$ cat src/include/rss_pkg.sv
// Constants shared by the rotate / subtract / skip execution slice.
// Assumes an 8-bit core that decodes opcodes upstream and feeds
// operands from its own data memory port.
package rss_pkg;

    // Operation codes from the decoder; _TO_WREG forms spare memory
    localparam logic [4:0] OP_NOP                         = 5'h00;
    localparam logic [4:0] OP_ROTATE_LEFT_THRU_CARRY      = 5'h01;
    localparam logic [4:0] OP_ROTATE_LEFT_CARRY_TO_WREG   = 5'h02;
    localparam logic [4:0] OP_ROTATE_RIGHT_PLAIN          = 5'h03;
    localparam logic [4:0] OP_ROTATE_RIGHT_TO_WREG        = 5'h04;
    localparam logic [4:0] OP_ROTATE_RIGHT_THRU_CARRY     = 5'h05;
    localparam logic [4:0] OP_ROTATE_RIGHT_CARRY_TO_WREG  = 5'h06;
    localparam logic [4:0] OP_SUBTRACT_WITH_BORROW        = 5'h07;
    localparam logic [4:0] OP_SUBTRACT_WITH_BORROW_IMM    = 5'h08;
    localparam logic [4:0] OP_SUBTRACT_WITH_BORROW_TO_MEM = 5'h09;
    localparam logic [4:0] OP_SUB_M                       = 5'h0A;
    localparam logic [4:0] OP_SUB_X                       = 5'h0B;
    localparam logic [4:0] OP_MINUS_TO_MEM                = 5'h0C;
    localparam logic [4:0] OP_DEC_SKZ                     = 5'h0D;
    localparam logic [4:0] OP_DEC_SKZ_W                   = 5'h0E;
    localparam logic [4:0] OP_INC_SKZ                     = 5'h0F;
    localparam logic [4:0] OP_INC_SKZ_W                   = 5'h10;
    localparam logic [4:0] OP_FILL                        = 5'h11;
    localparam logic [4:0] OP_BIT_SET                     = 5'h12;
    localparam logic [4:0] OP_SKNZ                        = 5'h13;
    localparam logic [4:0] OP_SKNZ_BIT                    = 5'h14;
    localparam logic [4:0] OP_NIB_X                       = 5'h15;
    localparam logic [4:0] OP_NIB_X_W                     = 5'h16;
    localparam logic [4:0] OP_SKZ                         = 5'h17;

    // Status flag bit positions
    localparam int FLG_C              = 0;
    localparam int FLG_HALF_CARRY     = 1;
    localparam int FLG_Z              = 2;
    localparam int FLG_ARITH_WRAP     = 3;
    localparam int FLG_SIGNED_COMPARE = 4;
    localparam int FLG_CHAINED_ZERO   = 5;
    localparam int FLG_W              = 6;

    // Register word indices (byte address = 4 * index)
    localparam logic [1:0] REG_WREG  = 2'h0;
    localparam logic [1:0] REG_FLAGS = 2'h1;
    localparam logic [1:0] REG_SKIPS = 2'h2;

    // Reset values and the all-ones fill constant
    localparam logic [7:0] WREG_RST  = 8'h00;
    localparam logic [5:0] FLAGS_RST = 6'h00;
    localparam logic [7:0] BYTE_ONES = 8'hFF;

    // Sequencer states, one-hot
    typedef enum logic [1:0] {
        ST_RUN   = 2'b01,
        ST_DUMMY = 2'b10
    } seq_e;

endpackage

$ cat src/hdl/rss_exec.sv
// Execution slice for rotate, subtract, skip, set and nibble swap ops.
// Assumes the decoder holds one operation per cycle on ex_*_i and stops
// issuing while ex_busy_o is high; the memory operand is already read.
`timescale 1ns/10ps
`default_nettype none

// What this block does
// RL1 - Rotate memory left through carry, write back
// RL2 - Left carry rotate into working register only
// RL3 - Plain right rotate memory, flags untouched
// RL4 - Plain right rotate into working register
// RL5 - Rotate memory right through carry, write back
// RL6 - Right carry rotate into working register only
// RL7 - Subtract with borrow into working register
// RL8 - Subtract carry is no-borrow indicator
// RL9 - Immediate subtract with borrow uses constant
// RL10 - Subtract with borrow writes memory byte
// RL11 - Plain subtract into working register
// RL12 - Plain subtract writes memory byte
// RL13 - Decrement memory, skip when zero
// RL14 - Decrement into working register, skip zero
// RL15 - Increment memory, skip when zero
// RL16 - Increment into working register, skip zero
// RL17 - Taken skip inserts one dummy cycle
// RL18 - Fill memory byte with all ones
// RL19 - Set only the selected bit
// RL20 - Skip when byte or bit nonzero
// RL21 - Swap memory nibbles in place
// RL22 - Swapped byte into working register
// RL23 - Skip when memory byte is zero
// RL24 - Untaken skip completes in one cycle
module rss_exec
    import rss_pkg::*;
(
    // Clock and reset
    input  wire logic        clk_i,
    input  wire logic        rst_i,
    // Operation from decoder
    input  wire logic        ex_valid_i,
    input  wire logic [4:0]  ex_op_i,
    input  wire logic [7:0]  ex_mem_i,
    input  wire logic [7:0]  ex_imm_i,
    input  wire logic [2:0]  ex_bit_i,
    // Results
    output logic             ex_busy_o,
    output logic             skip_o,
    output logic             mem_we_o,
    output logic [7:0]       mem_wdata_o,
    output logic [7:0]       wreg_o,
    output logic [5:0]       flags_o,
    // Avalon-MM slave
    input  wire logic [1:0]  avs_address_i,
    input  wire logic        avs_read_i,
    input  wire logic        avs_write_i,
    input  wire logic [31:0] avs_writedata_i,
    input  wire logic [3:0]  avs_byteenable_i,
    output logic [31:0]      avs_readdata_o,
    output logic             avs_waitrequest_o
);

    // Subtract core: returns {wrap, half carry, carry, diff}
    function automatic logic [10:0] sub8(input logic [7:0] a,
                                         input logic [7:0] b,
                                         input logic       brw);
        logic [8:0] d9;
        logic [4:0] d5;
        d9 = {1'b0, a} - {1'b0, b} - {8'h00, brw};
        d5 = {1'b0, a[3:0]} - {1'b0, b[3:0]} - {4'h0, brw};
        sub8 = {(a[7] ^ b[7]) & (a[7] ^ d9[7]), ~d5[4], ~d9[8], d9[7:0]};
    endfunction

    logic [7:0]  wreg_r, wreg_nxt;
    logic [5:0]  flags_r, flags_nxt;
    logic        mem_we_r, mem_we_nxt;
    logic [7:0]  mem_wdata_r, mem_wdata_nxt;
    logic        skip_r, busy_r;
    logic [7:0]  skips_r;
    logic [31:0] rdata_r;
    logic        wait_r;
    seq_e        state_r, state_nxt;

    // Operation accept and operand decode
    wire        take    = ex_valid_i && (state_r == ST_RUN);
    wire        c_old   = flags_r[FLG_C];
    wire [7:0]  m       = ex_mem_i;
    wire [7:0]  bitmask = 8'h01 << ex_bit_i;
    wire [7:0]  rot_lc  = {m[6:0], c_old};                        // RL1 RL2
    wire [7:0]  rot_r   = {m[0], m[7:1]};                         // RL3 RL4
    wire [7:0]  rot_rc  = {c_old, m[7:1]};                        // RL5 RL6
    wire [7:0]  nib_x   = {m[3:0], m[7:4]};                       // RL21 RL22
    wire [7:0]  dec_v   = m - 8'h01;                              // RL13 RL14
    wire [7:0]  inc_v   = m + 8'h01;                              // RL15 RL16

    // Subtrahend: immediate for the constant forms, else memory
    wire        op_imm  = (ex_op_i == OP_SUBTRACT_WITH_BORROW_IMM)
                       || (ex_op_i == OP_SUB_X);
    wire        op_brw  = (ex_op_i == OP_SUBTRACT_WITH_BORROW)
                       || (ex_op_i == OP_SUBTRACT_WITH_BORROW_IMM)
                       || (ex_op_i == OP_SUBTRACT_WITH_BORROW_TO_MEM);
    wire [10:0] sres    = sub8(wreg_r, op_imm ? ex_imm_i : m,
                               op_brw & ~c_old);                  // RL7 RL9
    wire [7:0]  sdiff   = sres[7:0];
    wire        sz      = (sdiff == 8'h00);
    // Chained zero keeps earlier zero across a borrow chain
    wire        scz     = op_brw ? (sz & flags_r[FLG_CHAINED_ZERO]) : sz;
    wire [5:0]  sflags  = {scz, sres[10] ^ sdiff[7], sres[10], sz,
                           sres[9], sres[8]};                     // RL8

    // Bus request decode
    wire        bus_req = avs_read_i || avs_write_i;
    wire        bus_wr  = avs_write_i && !wait_r && avs_byteenable_i[0];
    wire        wr_wreg = bus_wr && (avs_address_i == REG_WREG);
    wire        wr_flag = bus_wr && (avs_address_i == REG_FLAGS);
    wire [31:0] rd_mux  = (avs_address_i == REG_WREG)  ? {24'h0, wreg_r} :
                          (avs_address_i == REG_FLAGS) ? {26'h0, flags_r} :
                          (avs_address_i == REG_SKIPS) ? {24'h0, skips_r} :
                                                         32'h0;

    // Per-operation result, destination, flags and skip condition
    logic skip_c;
    always_comb begin
        wreg_nxt      = wreg_r;
        flags_nxt     = flags_r;
        mem_we_nxt    = 1'b0;
        mem_wdata_nxt = mem_wdata_r;
        skip_c        = 1'b0;
        if (take) begin
            case (ex_op_i)
                OP_ROTATE_LEFT_THRU_CARRY: begin
                    mem_we_nxt       = 1'b1;                      // RL1
                    mem_wdata_nxt    = rot_lc;
                    flags_nxt[FLG_C] = m[7];
                end
                OP_ROTATE_LEFT_CARRY_TO_WREG: begin
                    wreg_nxt         = rot_lc;                    // RL2
                    flags_nxt[FLG_C] = m[7];
                end
                OP_ROTATE_RIGHT_PLAIN: begin
                    mem_we_nxt    = 1'b1;                         // RL3
                    mem_wdata_nxt = rot_r;
                end
                OP_ROTATE_RIGHT_TO_WREG: wreg_nxt = rot_r;        // RL4
                OP_ROTATE_RIGHT_THRU_CARRY: begin
                    mem_we_nxt       = 1'b1;                      // RL5
                    mem_wdata_nxt    = rot_rc;
                    flags_nxt[FLG_C] = m[0];
                end
                OP_ROTATE_RIGHT_CARRY_TO_WREG: begin
                    wreg_nxt         = rot_rc;                    // RL6
                    flags_nxt[FLG_C] = m[0];
                end
                OP_SUBTRACT_WITH_BORROW, OP_SUBTRACT_WITH_BORROW_IMM,
                OP_SUB_M, OP_SUB_X: begin
                    wreg_nxt  = sdiff;                            // RL7 RL11
                    flags_nxt = sflags;
                end
                OP_SUBTRACT_WITH_BORROW_TO_MEM, OP_MINUS_TO_MEM: begin
                    mem_we_nxt    = 1'b1;                         // RL10 RL12
                    mem_wdata_nxt = sdiff;
                    flags_nxt     = sflags;
                end
                OP_DEC_SKZ: begin
                    mem_we_nxt    = 1'b1;                         // RL13
                    mem_wdata_nxt = dec_v;
                    skip_c        = (dec_v == 8'h00);
                end
                OP_DEC_SKZ_W: begin
                    wreg_nxt = dec_v;                             // RL14
                    skip_c   = (dec_v == 8'h00);
                end
                OP_INC_SKZ: begin
                    mem_we_nxt    = 1'b1;                         // RL15
                    mem_wdata_nxt = inc_v;
                    skip_c        = (inc_v == 8'h00);
                end
                OP_INC_SKZ_W: begin
                    wreg_nxt = inc_v;                             // RL16
                    skip_c   = (inc_v == 8'h00);
                end
                OP_FILL: begin
                    mem_we_nxt    = 1'b1;                         // RL18
                    mem_wdata_nxt = BYTE_ONES;
                end
                OP_BIT_SET: begin
                    mem_we_nxt    = 1'b1;                         // RL19
                    mem_wdata_nxt = m | bitmask;
                end
                OP_SKNZ:      skip_c = (m != 8'h00);              // RL20
                OP_SKNZ_BIT:  skip_c = ((m & bitmask) != 8'h00);  // RL20
                OP_NIB_X: begin
                    mem_we_nxt    = 1'b1;                         // RL21
                    mem_wdata_nxt = nib_x;
                end
                OP_NIB_X_W:   wreg_nxt = nib_x;                   // RL22
                OP_SKZ:       skip_c = (m == 8'h00);              // RL23
                default: ;
            endcase
        end
        // A bus write in the same cycle overrides the operation result
        if (wr_wreg) begin
            wreg_nxt = avs_writedata_i[7:0];
        end
        if (wr_flag) begin
            flags_nxt = avs_writedata_i[5:0];
        end
    end

    // Sequencer: a taken skip parks one dummy cycle, else stay running
    always_comb begin
        case (state_r)
            ST_RUN:   state_nxt = (take && skip_c) ? ST_DUMMY : ST_RUN; // RL17
            ST_DUMMY: state_nxt = ST_RUN;                               // RL17
            default:  state_nxt = ST_RUN;
        endcase
    end

    // Execution state
    always_ff @(posedge clk_i or posedge rst_i) begin
        if (rst_i) begin
            state_r     <= ST_RUN;
            wreg_r      <= WREG_RST;
            flags_r     <= FLAGS_RST;
            mem_we_r    <= 1'b0;
            mem_wdata_r <= 8'h00;
            skip_r      <= 1'b0;
            busy_r      <= 1'b0;
        end else begin
            state_r     <= state_nxt;
            wreg_r      <= wreg_nxt;
            flags_r     <= flags_nxt;
            mem_we_r    <= mem_we_nxt;
            mem_wdata_r <= mem_wdata_nxt;
            skip_r      <= take && skip_c;                        // RL17
            busy_r      <= (state_nxt == ST_DUMMY);
        end
    end

    // Skip counter, a status view for software; wraps at 255
    always_ff @(posedge clk_i or posedge rst_i) begin
        if (rst_i) begin
            skips_r <= 8'h00;
        end else if (take && skip_c) begin
            skips_r <= skips_r + 8'h01;
        end
    end

    // Bus slave: one wait cycle on every access, answer on the second
    always_ff @(posedge clk_i or posedge rst_i) begin
        if (rst_i) begin
            wait_r  <= 1'b1;
            rdata_r <= 32'h0;
        end else begin
            wait_r  <= !(bus_req && wait_r);
            rdata_r <= (avs_read_i && wait_r) ? rd_mux : rdata_r;
        end
    end

    assign ex_busy_o         = busy_r;
    assign skip_o            = skip_r;
    assign mem_we_o          = mem_we_r;
    assign mem_wdata_o       = mem_wdata_r;
    assign wreg_o            = wreg_r;
    assign flags_o           = flags_r;
    assign avs_readdata_o    = rdata_r;
    assign avs_waitrequest_o = wait_r;

    // Checks
    wire quiet = !bus_wr;
endmodule

`default_nettype wire

$ cat config.mk
export PLATFORM = sky130hd
export DESIGN_NAME = rss_exec
export DESIGN_NICKNAME = d
export VERILOG_FILES = /design/src/include/rss_pkg.sv /design/src/hdl/rss_exec.sv
export SDC_FILE = /design/constraint.sdc
export NUM_CORES = 1
export LEC_CHECK = 0
export BUFFER_PORTS_ARGS = -buffer_cell sky130_fd_sc_hd__buf_2
export CORE_MARGIN = 2
export CORE_UTILIZATION = 30
export CTS_CLUSTER_SIZE = 16
export DETAILED_ROUTE_END_ITERATION = 8
export PLACE_DENSITY = 0.54
export RECOVER_POWER = 25
export SLEW_MARGIN = 40
export SYNTH_ARGS = -nofsm -noshare
export SYNTH_HDL_FRONTEND = slang
export SYNTH_SLANG_ARGS = --single-unit
export TNS_END_PERCENT = 1
$ cat constraint.sdc
create_clock -name clk_i -period 3.15 [get_ports clk_i]
set_input_delay 0.315 -clock clk_i [delete_from_list [all_inputs] [get_ports clk_i]]
set_output_delay 0.315 -clock clk_i [all_outputs]
set_load 0.005 [all_outputs]
==> results of run 1 <==
## cells in the mapped netlist, drive strengths merged, types with 12 or more instances
cell / number
a221oi: 14
a21oi: 36
nor3: 12
clkbuf: 21
a31oi: 13
mux2: 13
nand2: 58
nor2: 33
xnor2: 24
dfrtp: 41
inv: 40
o21ai: 41
buf: 42
ha: 19
## metal layers
layer	vias to the layer above	share of wire, %
met2	203	48
met4	2	1.2
met3	20	6.5
met1	2216	44
li1	2203	-
met5	-	0.083
## repair_timing
| action | in CTS | in global routing |
|---|---|---|
| setup buffers | 8 | 1 |
| endpoints found under the setup margin | 16 | 16 |
| pin swaps | 13 | 12 |
| gates resized for setup | 21 | 17 |
## per-stage QoR
stage,setup TNS (ns),hold WS (ns)
3_3_place_gp,-7.51,0.461
3_5_place_dp,-8.06,0.422
5_1_grt,-2.24,0.201
2_1_floorplan,-4.08,0.378
6_report,-0.381,0.184
4_1_cts,-0.559,0.111
## power breakdown
group,switching [mW],internal (mW),total (mW)
sequential,0.114,0.681,0.795
combinational,0.897,0.814,1.71
clock,0.233,0.374,0.607
total,1.24,1.87,3.11
## logic make-up after synthesis
kind of cell / synth area share [%]
mux: 6.60
buf+inv: 11.4
xor+xnor: 6.23
flops: 24.1
other cells: 0.0838
simple gates: 19.5
fa+ha+maj: 6.20
compound gates: 25.9
## flip-flops by register name, summed over array words and instances, names as in the netlist
register,cells
mem_we_o,1
avs_waitrequest_o,1
avs_readdata_o,8
mem_wdata_o,8
wreg_o,8
ex_busy_o,1
flags_o,6
skip_o,1
state_r,1
skips_r,8
## final cells by class
cell class / count / area (um2)
clock buffer: 5 / 125
clock inverter: 3 / 43.8
fill: 1522 / 8900
inverter: 40 / 154
multi-input combinational: 442 / 3190
sequential: 43 / 1080
tap: 184 / 230
timing repair buffer: 131 / 817
## how the worst max path moves through the flow
stage	end	depth (start not counted)	startpoint
final	flags_o[0]$_DFFE_PP0P_	16	ex_op_i[2]
after global routing	wreg_o[6]$_DFFE_PP0P_	16	ex_op_i[2]
after CTS	wreg_o[6]$_DFFE_PP0P_	16	ex_op_i[2]
after detailed placement	flags_o[5]$_DFFE_PP0P_	15	ex_op_i[0]
after global placement	flags_o[5]$_DFFE_PP0P_	15	ex_op_i[0]
after floorplan	flags_o[5]$_DFFE_PP0P_	16	ex_op_i[2]
==> results.py, run 1 <==
metrics = {
    "synthesis": {
        "synthDistinctLibCells": 77,
        "yosys_warnings": 0,
        "avgSynthCellArea_um2": 7.92,
        "synth_flop_cell": "dfrtp_1",
        "netlist_area_um2": 4480,
        "async_flop_share_pct": 100,
        "seq_area_frac_synth_pct": 24.1,
        "ys_seq_elements": 43,
        "synth.largest_area_cell": "dfrtp_1",
        "synth-edff-count": 0,
        "synthDominantCellAreaShare_pct": 22.9,
        "synthTopCellsByArea": "dfrtp_1 (23%), ha_1 (5.3%), nand2_1 (4.9%)",
        "synthCells": 565,
    },
    "die": {
        "die_width_um": 126,
        "ios": 125,
        "start_util_pct": 30.8,
        "die_h_um": 126,
        "rows": 44,
        "dieArea_um2": 15900,
        "core-area_um2": 14500,
    },
    "sta": {
        "fin_skew_ns": 0.0125,
        "fin_crit_ns": 3.25,
        "max_freq_mhz": 307,
        "relSlewSlack_pct": -34.3,
        "setup_ws_ns": -0.105,
        "final_hold_viol_count": 0,
        "finalCritPeriodShare_pct": 103,
        "worst_slew_pin_slew_ns": 2.00,
        "setup_viol": 8,
        "maxSlewViolCount": 44,
        "rsz0062_at_grt": "yes",
    },
    "placed_design": {
        "dpl_cell_area_um2": 5220,
        "placed_cells": 831,
        "dp_hpwl_um": 11900,
        "gp_congestion": 0.929,
        "post-place-ws_ns": -0.604,
        "port_buffers": 73,
    },
    "worst_setup_path": {
        "reg2reg_depth": 11,
        "r2r-end": "flags_o[5]$_DFFE_PP0P_",
        "cp_slowest_stage_delay_ns": 0.53,
        "cp_cell_sequence": "buf_6, inv_4, nand2_2, or4_4, buf_6, mux2_4, ha_4, inv_2, ha_4, or3_4, o22ai_2, o21ai_1, xor2_1, a221oi_1, o21ai_0, mux2_2",
        "end_kind": "register",
        "rrSetupSlack_ns": 0.50,
        "critPathRequiredTime_ns": 3.33,
        "startpoint_type": "input pin",
        "critPathMaxFanout": 5,
        "crit_arrival_ns": 3.44,
        "cp_top_family": "simple AND/OR/NAND/NOR gates",
        "critPathBufInv": 4,
        "path_class": "in -> reg",
        "critPathSlowestCell": "or4_4",
        "timing.rr.start": "wreg_o[0]$_DFFE_PP0P_",
    },
    "grt": {
        "overflow": 0,
        "antenna_found_initial": 1,
        "grt_usage_pct": 19.3,
        "grt_max_degree": 44,
        "grt_pass1_vias": 4491,
        "met3_usage_pct": 3.36,
        "grt.met2_usage_pct": 33.2,
        "grt_pass1_wl_um": 24600,
        "globalRouteMet1Util_pct": 25.9,
        "grt.busiest_layer": "met2",
    },
    "pwr": {
        "power_density_nw_per_um2": 553,
        "vdd_drop_max_uv": 257,
        "p_leak_nw": 2.49,
        "power_mw": 3.11,
    },
    "cells_and_area": {
        "fin_util_pct": 38.8,
        "post-route-cell-area_um2": 5630,
        "antenna_cells": 0,
        "final_common_cell": "buf_2",
        "layout_common_cells": "buf_2 (71), buf_4 (57), nand2_1 (55)",
        "area_delta_synth_final_pct": 25.9,
        "instances_no_fill": 848,
        "nets": 751,
        "drive_gt1_share_pct": 30.6,
    },
    "routing": {
        "antenna_left": 0,
        "routed_wl_um": 15700,
        "drc": 0,
        "routed_via_density": 5.48,
        "drtIter0Drc": 407,
        "wire_per_inst_um": 18.5,
        "vias": 4644,
        "first_pass_iters": 6,
    },
    "run_status": {
        "violations": "capacitance limit, slew limit, setup timing",
        "status": "finished, violations left",
    },
    "hold_path": {
        "hold_path.class": "in -> reg",
        "hold_path.startpoint": "avs_read_i",
        "hold_path_depth": 2,
        "whs_endpoint": "avs_waitrequest_o$_DFF_PP1_",
    },
    "clock_tree": {
        "cts_root_buf": "clkbuf_16",
        "clk_pin_slew_worst_paths_ns": 0.07,
        "cts_buffers": 5,
        "cts_hold_buf": 0,
        "cts_tree": "done",
        "htree_levels": 2,
        "cts_buffer_depth": 2,
        "cts.sinks": 43,
        "clock_latency_ns": 0.29,
    },
    "run": {
        "cap_violations": 1,
    },
}
(Power assumes the default switching activity.)
==> inputs of run 2 (changes only) <==
--- a/config.mk
+++ b/config.mk
@@ -10,7 +10,7 @@
 export CORE_UTILIZATION = 30
 export CTS_CLUSTER_SIZE = 16
 export DETAILED_ROUTE_END_ITERATION = 8
-export PLACE_DENSITY = 0.54
+export PLACE_DENSITY = 0.58
 export RECOVER_POWER = 25
 export SLEW_MARGIN = 40
 export SYNTH_ARGS = -nofsm -noshare
==> results.py, run 2 (synthesis results as in run 1) <==
metrics = {
    "die": {
        "start_util_pct": 30.8,
        "core-area_um2": 14500,
        "die_h_um": 126,
        "ios": 125,
        "die_width_um": 126,
        "rows": 44,
        "dieArea_um2": 15900,
    },
    "hold_path": {
        "hold_path.class": "in -> reg",
        "hold_path.startpoint": "avs_read_i",
    },
    "grt": {
        "grt_pass1_vias": 4429,
        "grt_usage_pct": 19.1,
        "grt_pass1_wl_um": 24500,
        "overflow": 0,
        "antenna_found_initial": 0,
        "grt_max_degree": 44,
    },
    "routing": {
        "drc": 0,
        "wire_per_inst_um": 18.6,
        "drtIter0Drc": 432,
        "routed_wl_um": 15500,
        "antenna_left": 0,
        "first_pass_iters": 5,
        "vias": 4625,
        "routed_via_density": 5.55,
    },
    "clock_tree": {
        "clk_pin_slew_worst_paths_ns": 0.07,
        "cts_tree": "done",
        "htree_levels": 2,
        "cts_hold_buf": 0,
        "clock_latency_ns": 0.29,
        "cts.sinks": 43,
        "cts_root_buf": "clkbuf_16",
        "cts_buffer_depth": 2,
        "cts_buffers": 5,
    },
    "sta": {
        "setup_ws_ns": -0.150,
        "holdWs_ns": 0.193,
        "final_hold_viol_count": 0,
        "worst_slew_pin_slew_ns": 2.39,
        "max_freq_mhz": 303,
        "tns_ns": -0.902,
        "relSlewSlack_pct": -59.2,
        "maxSlewViolCount": 44,
        "fin_skew_ns": 0.0117,
        "finalCritPeriodShare_pct": 105,
        "rsz0062_at_grt": "yes",
        "setup_viol": 12,
        "fin_crit_ns": 3.30,
    },
    "pwr": {
        "p_int_mw": 1.76,
        "power_density_nw_per_um2": 550,
        "p_leak_nw": 2.39,
        "seqPwrFrac_pct": 26.6,
        "p_switching_mw": 1.26,
        "pwr-share-clk_pct": 17.5,
        "vdd_drop_max_uv": 238,
        "power_frac_comb_pct": 55.9,
        "switching_share_pct": 41.6,
    },
    "worst_setup_path": {
        "startpoint": "ex_op_i[2]",
        "critPathRequiredTime_ns": 3.30,
        "critPathBufInv": 4,
        "path_class": "in -> reg",
        "timing.rr.start": "wreg_o[0]$_DFFE_PP0P_",
        "cp_top_family": "simple AND/OR/NAND/NOR gates",
        "critPathSlowestCell": "or4_4",
        "startpoint_type": "input pin",
        "critPathMaxFanout": 7,
        "cp_cell_sequence": "buf_2, inv_4, nand2_2, or4_4, buf_6, mux2_2, ha_4, inv_1, ha_4, nor4b_2, nand2_2, a2111oi_4, nor3b_4, and3_4, o21ai_1, o221ai_1",
        "end_kind": "register",
        "cp_slowest_stage_delay_ns": 0.54,
        "crit_arrival_ns": 3.45,
    },
    "placed_design": {
        "gp_congestion": 0.960,
        "dp_hpwl_um": 11900,
        "port_buffers": 73,
    },
    "run_status": {
        "status": "finished, violations left",
        "violations": "capacitance limit, slew limit, setup timing",
    },
    "cells_and_area": {
        "area_delta_synth_final_pct": 22.8,
        "antenna_cells": 0,
        "fillers": 1534,
        "nets": 737,
        "drive_gt1_share_pct": 28.6,
        "layout_common_cells": "buf_2 (73), nand2_1 (56), buf_4 (42)",
        "final_common_cell": "buf_2",
    },
    "run": {
        "cap_violations": 1,
    },
}
run 2: cell types whose count changed in the layout (fill, tap and decap cells not counted), sizes merged:
cell and delta:
buf -15, bufinv -1, clkbuf +1, clkinv -1, clkinvlp +1, inv +1
run 2: cell type report:
type                            instances  area (um2)  share of cell area [%]
Clock buffer                            5         125                    2.28
Inverter                               40         153                    2.78
Sequential cell                        43        1080                    19.6
Tap cell                              184         230                    4.19
Timing Repair Buffer                  117         696                    12.7
Multi-Input combinational cell        442        3190                    58.0
Clock inverter                          3        23.8                   0.433
run 2: worst paths after layout:
| check | endpoint | depth (start not counted) | slack (ns) |
|---|---|---|---|
| setup reg to reg | flags_o[5]$_DFFE_PP0P_ | 10 | 0.39 |
| setup / recovery | flags_o[5]$_DFFE_PP0P_ | 16 | -0.15 |
| hold reg to reg | avs_readdata_o[3]$_DFFE_PP0P_ | 2 | 0.48 |
| min in group asynchronous | mem_wdata_o[1]$_DFFE_PP0P_ | 3 | 0.91 |
| max in group asynchronous | flags_o[2]$_DFFE_PP0P_ | 3 | 0.89 |
| hold / removal | avs_waitrequest_o$_DFF_PP1_ | 2 | 0.19 |
run 2: per-stage QoR:
stage / util, % / cell area, um2 / std cells / setup slack, ns / total power, mW
global route: 37.8 / 5500 / 834 / -0.267 / 3.24
global placement: 35.6 / 5180 / 826 / -0.555 / 2.26
CTS: 37.5 / 5440 / 834 / -0.112 / 2.98
finish: 37.8 / 5500 / 834 / -0.150 / 3.02
floorplan: - / 4640 / 588 / -0.423 / 1.68
detailed placement: 35.6 / 5180 / 826 / -0.644 / 2.29
run 2: routing by layer:
| metal | track usage (%) | share of wire (%) |
|---|---|---|
| met1 | 26.5 | 45 |
| met2 | 31.5 | 46 |
| met3 | 2.76 | 7.1 |
| met4 | 4.01 | 2.0 |
| met5 | 0 | 0 |
run 2: power by group through the flow:
stage | clock network [mW] | logic [mW] | registers, mW
after floorplan | 0 | 0.888 | 0.796
after global placement | 0 | 1.45 | 0.809
after detailed placement | 0 | 1.48 | 0.816
after CTS | 0.539 | 1.63 | 0.806
after global routing | 0.563 | 1.85 | 0.825
final | 0.528 | 1.69 | 0.804
run 2: repair_timing:
action,4_1_cts,5_1_grt
endpoints found under the setup margin,16,16
resized for setup,24,7
pin swaps,11,2
buffers inserted,0,0
